===== config.mk =====
export PLATFORM = sky130hd
export DESIGN_NAME = esi_interlock
export DESIGN_NICKNAME = d
export VERILOG_FILES = /design/src/rtl/esi_pkg.sv /design/src/rtl/esi_sync_if.sv /design/src/rtl/esi_interlock.sv /design/src/rtl/esi_sync.sv
export SDC_FILE = /design/constraint.sdc
export NUM_CORES = 1
export LEC_CHECK = 0
export CAP_MARGIN = 30
export CELL_PAD_IN_SITES_DETAIL_PLACEMENT = 1
export CELL_PAD_IN_SITES_GLOBAL_PLACEMENT = 1
export CORE_MARGIN = 4
export CORE_UTILIZATION = 30
export DETAILED_ROUTE_END_ITERATION = 6
export DONT_BUFFER_PORTS = 1
export GPL_ROUTABILITY_DRIVEN = 0
export PLACE_DENSITY = 0.55
export SLEW_MARGIN = 5
export SYNTH_ARGS = -nofsm -noshare
export SYNTH_HDL_FRONTEND = slang
export SYNTH_SLANG_ARGS = --single-unit

===== constraint.sdc =====
create_clock -name i_core_clk -period 1.3 [get_ports i_core_clk]
set_input_delay 0.26 -clock i_core_clk [delete_from_list [all_inputs] [get_ports i_core_clk]]
set_output_delay 0.26 -clock i_core_clk [all_outputs]
set_load 0.05 [all_outputs]

===== src/rtl/esi_pkg.sv =====
// constants and types shared by the stop interlock design
`default_nettype none
package esi_pkg;
  localparam int unsigned ESI_AXES = 4;
  localparam int unsigned ESI_VEL_W = 16;
  localparam int unsigned ESI_ERR_W = 4;
  localparam logic [ESI_ERR_W-1:0] ESI_ERR_NONE = 4'h0;
  localparam logic [ESI_ERR_W-1:0] ESI_ERR_INIT = 4'h1;
  localparam logic [ESI_ERR_W-1:0] ESI_ERR_INTERNAL = 4'h2;
  localparam logic [ESI_ERR_W-1:0] ESI_ERR_EXT_STOP = 4'h3;
  localparam logic ESI_SYNC_RST = 1'b0;
  localparam logic ESI_BIT_RST = 1'b0;
  typedef enum logic [2:0] {
    ESI_ST_INIT,
    ESI_ST_FAIL,
    ESI_ST_WAIT_PROG,
    ESI_ST_FIRST_SCAN,
    ESI_ST_RUN
  } esi_state_t;
endpackage
`default_nettype wire


===== src/rtl/esi_sync_if.sv =====
// interface carrying the stop input synchroniser signals
`default_nettype none
interface esi_sync_if;
  logic raw;
  logic synced;
  modport src (output raw, input synced);
  modport snk (input raw, output synced);
endinterface
`default_nettype wire


===== src/rtl/esi_interlock.sv =====
// emergency stop interlock: power-up sequencing and stop path
//
// Contract
// - stop input is logic controller input one
// - stop loss: fault, enables off, velocities zero
// - stop output low throughout initialization
// - init success sets stop output bit to 1
// - init failure keeps output low, shows error
// - run stored program, else wait for one
// - after first scan, output follows logic bit
// - internal error raises alarm, output low
// - program may drive stop output low
`default_nettype none
module esi_interlock
  import esi_pkg::*;
(
  // clock and reset
  input wire logic i_core_clk,
  input wire logic i_resetn,
  // cabinet side
  input wire logic i_estop_in,
  output logic o_estop_out_n,
  // initialization sequencer
  input wire logic i_init_done,
  input wire logic i_init_fail,
  input wire logic [ESI_ERR_W-1:0] i_init_err_code,
  // internal error detection
  input wire logic i_internal_err,
  // logic controller program
  input wire logic i_prog_loaded,
  input wire logic i_scan_done,
  input wire logic i_bit_wr,
  input wire logic i_bit_wdata,
  output logic o_estop_plc_input,
  output logic o_estop_plc_output_bit,
  output logic o_plc_run,
  output logic o_first_scan_routine,
  output logic o_alarm_n,
  // axes
  input wire logic [ESI_AXES-1:0] i_axis_en,
  input wire logic [ESI_AXES*ESI_VEL_W-1:0] i_vel_cmd,
  output logic [ESI_AXES-1:0] o_axis_en,
  output logic [ESI_AXES*ESI_VEL_W-1:0] o_vel_cmd,
  // status
  output logic o_ext_stop_fault,
  output logic [ESI_ERR_W-1:0] o_err_code
);

  // ----------------------------------------
  // input synchronisation
  // ----------------------------------------
  esi_sync_if sif ();
  assign sif.raw = i_estop_in;
  esi_sync u_sync (
    .i_core_clk(i_core_clk),
    .i_resetn(i_resetn),
    .sif(sif)
  );
  logic estop_ok;
  assign estop_ok = sif.synced;

  // ----------------------------------------
  // synchroniser fill tracking
  // ----------------------------------------
  // the second stage holds its reset level until the second edge after release;
  // no stop fault is reported from that stale level
  logic [1:0] fill;
  logic sync_full;

  always_ff @(posedge i_core_clk) begin
    if (!i_resetn) begin
      fill <= 2'h0;
    end else begin
      fill <= {fill[0], 1'h1};
    end
  end

  assign sync_full = fill[1];

  // ----------------------------------------
  // sequencer
  // ----------------------------------------
  esi_state_t state;
  esi_state_t next_state;
  logic alarm;

  always_comb begin
    next_state = state;
    unique case (state)
      ESI_ST_INIT: begin
        if (i_init_fail) begin
          next_state = ESI_ST_FAIL;
        end else if (i_init_done) begin
          next_state = ESI_ST_WAIT_PROG;
        end
      end
      ESI_ST_FAIL: begin
        next_state = ESI_ST_FAIL;
      end
      ESI_ST_WAIT_PROG: begin
        if (i_prog_loaded) begin
          next_state = ESI_ST_FIRST_SCAN;
        end
      end
      ESI_ST_FIRST_SCAN: begin
        if (i_scan_done) begin
          next_state = ESI_ST_RUN;
        end
      end
      ESI_ST_RUN: begin
        next_state = ESI_ST_RUN;
      end
    endcase
  end

  always_ff @(posedge i_core_clk) begin
    if (!i_resetn) begin
      state <= ESI_ST_INIT;
    end else begin
      state <= next_state;
    end
  end

  // ----------------------------------------
  // stop output logic bit
  // ----------------------------------------
  logic out_bit;
  always_ff @(posedge i_core_clk) begin
    if (!i_resetn) begin
      out_bit <= ESI_BIT_RST;
    end else if (state == ESI_ST_INIT && i_init_done && !i_init_fail) begin
      out_bit <= 1'b1;
    end else if (i_bit_wr && (state == ESI_ST_FIRST_SCAN ||
                              state == ESI_ST_RUN)) begin
      out_bit <= i_bit_wdata;
    end
  end

  // ----------------------------------------
  // alarm and error reporting
  // ----------------------------------------
  always_ff @(posedge i_core_clk) begin
    if (!i_resetn) begin
      alarm <= 1'b0;
    end else if (i_internal_err) begin
      alarm <= 1'b1;
    end
  end

  always_ff @(posedge i_core_clk) begin
    if (!i_resetn) begin
      o_err_code <= ESI_ERR_NONE;
    end else if (state == ESI_ST_INIT && i_init_fail) begin
      o_err_code <= (i_init_err_code == ESI_ERR_NONE) ? ESI_ERR_INIT
                                                       : i_init_err_code;
    end else if (i_internal_err) begin
      o_err_code <= ESI_ERR_INTERNAL;
    end else if (sync_full && !estop_ok && o_err_code == ESI_ERR_NONE &&
                 state != ESI_ST_INIT) begin
      o_err_code <= ESI_ERR_EXT_STOP;
    end
  end

  // ----------------------------------------
  // physical outputs
  // ----------------------------------------
  always_ff @(posedge i_core_clk) begin
    if (!i_resetn) begin
      o_estop_out_n <= 1'b0;
    end else if (alarm || i_internal_err) begin
      o_estop_out_n <= 1'b0;
    end else if (state == ESI_ST_RUN) begin
      o_estop_out_n <= out_bit;
    end else begin
      o_estop_out_n <= 1'b0;
    end
  end

  always_ff @(posedge i_core_clk) begin
    if (!i_resetn) begin
      o_estop_plc_input <= 1'b0;
    end else begin
      o_estop_plc_input <= estop_ok;
    end
  end

  always_ff @(posedge i_core_clk) begin
    if (!i_resetn) begin
      o_ext_stop_fault <= 1'b0;
    end else begin
      o_ext_stop_fault <= sync_full && !estop_ok;
    end
  end

  // ----------------------------------------
  // per-axis gating
  // ----------------------------------------
  wire logic [ESI_AXES-1:0] gated_en;
  wire logic [ESI_AXES*ESI_VEL_W-1:0] gated_vel;

  for (genvar ax = 0; ax < ESI_AXES; ax++) begin : g_axis
    assign gated_en[ax] = estop_ok && i_axis_en[ax];
    assign gated_vel[ax*ESI_VEL_W +: ESI_VEL_W] =
      estop_ok ? i_vel_cmd[ax*ESI_VEL_W +: ESI_VEL_W] : '0;
  end

  always_ff @(posedge i_core_clk) begin
    if (!i_resetn) begin
      o_axis_en <= '0;
      o_vel_cmd <= '0;
    end else begin
      o_axis_en <= gated_en;
      o_vel_cmd <= gated_vel;
    end
  end

  assign o_estop_plc_output_bit = out_bit;
  assign o_plc_run = (state == ESI_ST_FIRST_SCAN) || (state == ESI_ST_RUN);
  assign o_first_scan_routine = (state == ESI_ST_FIRST_SCAN);
  assign o_alarm_n = !alarm;

endmodule
`default_nettype wire


===== src/rtl/esi_sync.sv =====
// two-stage synchroniser for the external stop input
`default_nettype none
module esi_sync
  import esi_pkg::*;
(
  // clock and reset
  input wire logic i_core_clk,
  input wire logic i_resetn,
  // signals
  esi_sync_if.snk sif
);
  logic stage1;
  logic stage2;

  always_ff @(posedge i_core_clk) begin
    if (!i_resetn) begin
      stage1 <= ESI_SYNC_RST;
      stage2 <= ESI_SYNC_RST;
    end else begin
      stage1 <= sif.raw;
      stage2 <= stage1;
    end
  end

  assign sif.synced = stage2;
endmodule
`default_nettype wire


==> results.md <==
- PD cells: 1680 nW/µm²
- Sinks on Clock Net: 84
- Die Span Y: 99.7 µm
- RSZ-0062 raised after global routing: yes
- Total of max-cap violations: 0
- Worst clock skew: 0.0113 ns
- Port Buffers: 0
- Max Slew Vio Count: 0
- CP Max Fanout: 3
- Post-Syn Area: 2520 µm²
- Achievable Freq: 657 MHz
- Worst R2R Setup Slack: -0.16 ns
- Area contributors post-synth: dfxtp_1 (67%), and3_1 (17%), clkbuf_1 (2.2%)
- Core area: 8180 µm²
- Synth Net Count: 306
- Antenna fix cells: 0
- Final instance area: 3030 µm²
- # IOs: 161
- Routed WL per cell: 19.1 µm
- Post-route ant nets: 0
- Root Buffer: clkbuf_8
- CP Launch Type: flip-flop
- Sw Ratio: 25.9%
- GR Overflow Total: 0
- Crit path required time: 1.04 ns
- Antenna violations before repair: 0
- Int Pwr: 3770 µW
- Die width: 99.7 µm
- Failing checks: negative setup slack
- Largest net degree at the start of global routing: 81
- # rows: 33
- Syn Area/Cell: 11.2 µm²
- Top cell type's share of synthesized area: 66.7%
- Remaining DRCs: 0
- Number of synthesized register bits: 84
- Comb power frac: 6.6%
- Post-Place Cell Area: 2690 µm²
- Vias in the first global route: 1836
- Most frequent cells in the layout: dfxtp_1 (74), and3_1 (68), buf_4 (12), clkbuf_8 (10), dfxtp_2 (10)
- Area growth from synthesis to layout: 20.1%
- NumNets Final: 320
- Initial Util: 30.8%
- Leak: 0.00142 µW
- Cell family with most CP delay: flip-flops
- Clk slew on worst S/H paths: 0.09 ns
- Placed Cells: 324
- Minimum clock period: 1.52 ns
- Fillers: 890
- Setup Crit Path Kind: flip-flop to output pin
- TritonRoute pass-1 iters: 4
- CTS buffer count: 9
- Seq pwr share: 55.0%
- Iter 0 DRT Violations: 51
- DR vias/cell: 4.85
- Status: finished with violations
- VDD IR max: 0.495 mV
- Least-Margin Pin Slew: 0.513 ns
- Crit path arrival time: 1.26 ns
- Warnings from Yosys: 0
- Crit-path slowest cell: dfxtp_2
- CP Capture Type: output pin
- Worst hold path class: input pin to flip-flop
- Final period util: 117%
- Cell Chain, Critical Path: buf_6 -> and3b_4 -> a21o_4
- Fin cells: 348
- CTS tree: yes
- Layout cells sized above 1: 21.8%
- Synth cell types: 31
- Die area: 9930 µm²
- Routed vias: 1688
- Synth area leader: dfxtp_1
- CP Depth: 3
- Commonest non-fill, non-tap cell in the layout: dfxtp_1
- P_sw: 1320 µW
- Mapped Cells: 224
- H-tree levels: 3
- Slew HR: 65.7%
- First-pass GRT wire length: 10200 µm
- Worst-Skew Late Latency: 0.34 ns
- Clk pwr share: 38.4%
- Maximum clock path buffer count: 2
- Buf/Inv on CP: 1
- Total Wirelength: 6650 µm
- PnR worst setup slack: -0.221 ns
- GRT Resource Usage Total: 13.3%
- Hold path depth: 1
- Sequential share of the synthesized area: 66.7%
- Fin. Hold Viols: 0
- Setup violators final: 7
- Reg2Reg Depth: 4
- Post-detail-place hpwl: 4560 µm
- Critical Path Max Stage Delay: 0.33 ns
==> per-layer routing <==
layer	vias to the layer above	wire length, µm	track usage [%]
met3	7	572	5.19
met1	787	2790	16.8
met4	0	74	5.67
met5	-	0	0
li1	803	-	-
met2	91	3210	20.0
==> sequential cells by signal, summed over array words and instances, names as in the netlist, 2 cells and up <==
| register | count |
|---|---|
| o_axis_en | 4 |
| o_vel_cmd | 64 |
| state | 3 |
| o_err_code | 4 |
| fill | 2 |
==> synth_stat cells <==
library cell and n:
nor2_1 6, o2111a_1 1, nor2b_1 3, dfxtp_1 84, or3b_1 1, nand3_1 3, nor4_1 1, or3_4 1
or4b_1 1, nor4b_1 2, o31ai_1 2, a21bo_2 1, a32oi_1 1, a21o_1 1, nor3_1 2, nand3b_1 2
and3b_1 1, nor3b_1 1, nand4bb_1 1, o21ai_0 3, buf_2 2, and2_1 5, buf_6 1, nand4b_1 1
a31oi_1 1, nand2_1 5, inv_1 2, clkbuf_1 15, a21oi_1 5, o211ai_1 1, and3_1 68
==> worst paths after layout <==
path,startpoint,endpoint
max,state[2]$_SDFFE_PN0P_,o_plc_run
max reg2reg,state[0]$_SDFFE_PN0P_,o_estop_plc_output_bit$_SDFFE_PN0P_
min,i_estop_in,u_sync.stage1$_SDFF_PN0_
min reg2reg,u_sync.stage1$_SDFF_PN0_,u_sync.sif.synced$_SDFF_PN0_
==> power groups by stage <==
stage	logic, µW	clock network, µW	registers [µW]
floorplan	192	0	2890
global placement	273	0	2860
detailed placement	280	0	2860
CTS	310	2040	2800
global route	366	2190	2810
finish	336	1960	2800
==> logic make-up after synthesis <==
group | count (synthesis) | synth area share (%)
AO/OA/AOI/OAI | 16 | 4.22
buffers and inverters | 20 | 3.38
AND/OR/NAND/NOR | 104 | 25.7
flip-flops | 84 | 66.7
==> through the flow <==
stage | power, µW | util [%] | setup TNS, ns | hold slack [ns] | worst slack (ns)
floorplan | 3090 | - | -0.00626 | 0.288 | -0.00568
global placement | 3140 | 32.9 | 0 | 0.298 | 0.0245
detailed placement | 3140 | 32.9 | 0 | 0.299 | 0.00865
CTS | 5160 | 36.4 | -0.715 | 0.0188 | -0.245
global route | 5360 | 37.0 | -1.17 | 0.0153 | -0.279
finish | 5090 | 37.0 | -0.771 | 0.0450 | -0.221
==> final cells by class <==
| cell class | instances | area, µm² | area share, % |
|---|---|---|---|
| tap | 105 | 131 | 4.34 |
| clock buffer | 10 | 138 | 4.55 |
| inverter | 2 | 7.51 | 0.248 |
| clock inverter | 6 | 76.3 | 2.52 |
| timing repair buffer | 21 | 189 | 6.24 |
| sequential | 84 | 1690 | 56.0 |
| multi-input combinational | 120 | 791 | 26.1 |
==> what timing repair did <==
item	4_1_cts	5_1_grt
setup endpoints to repair	3	15
hold endpoints to repair	2	0
gates resized for setup	9	11
pin swaps	4	9
hold buffers	2	0
buffers inserted	4	2
Power figures use the tool's default switching activity.
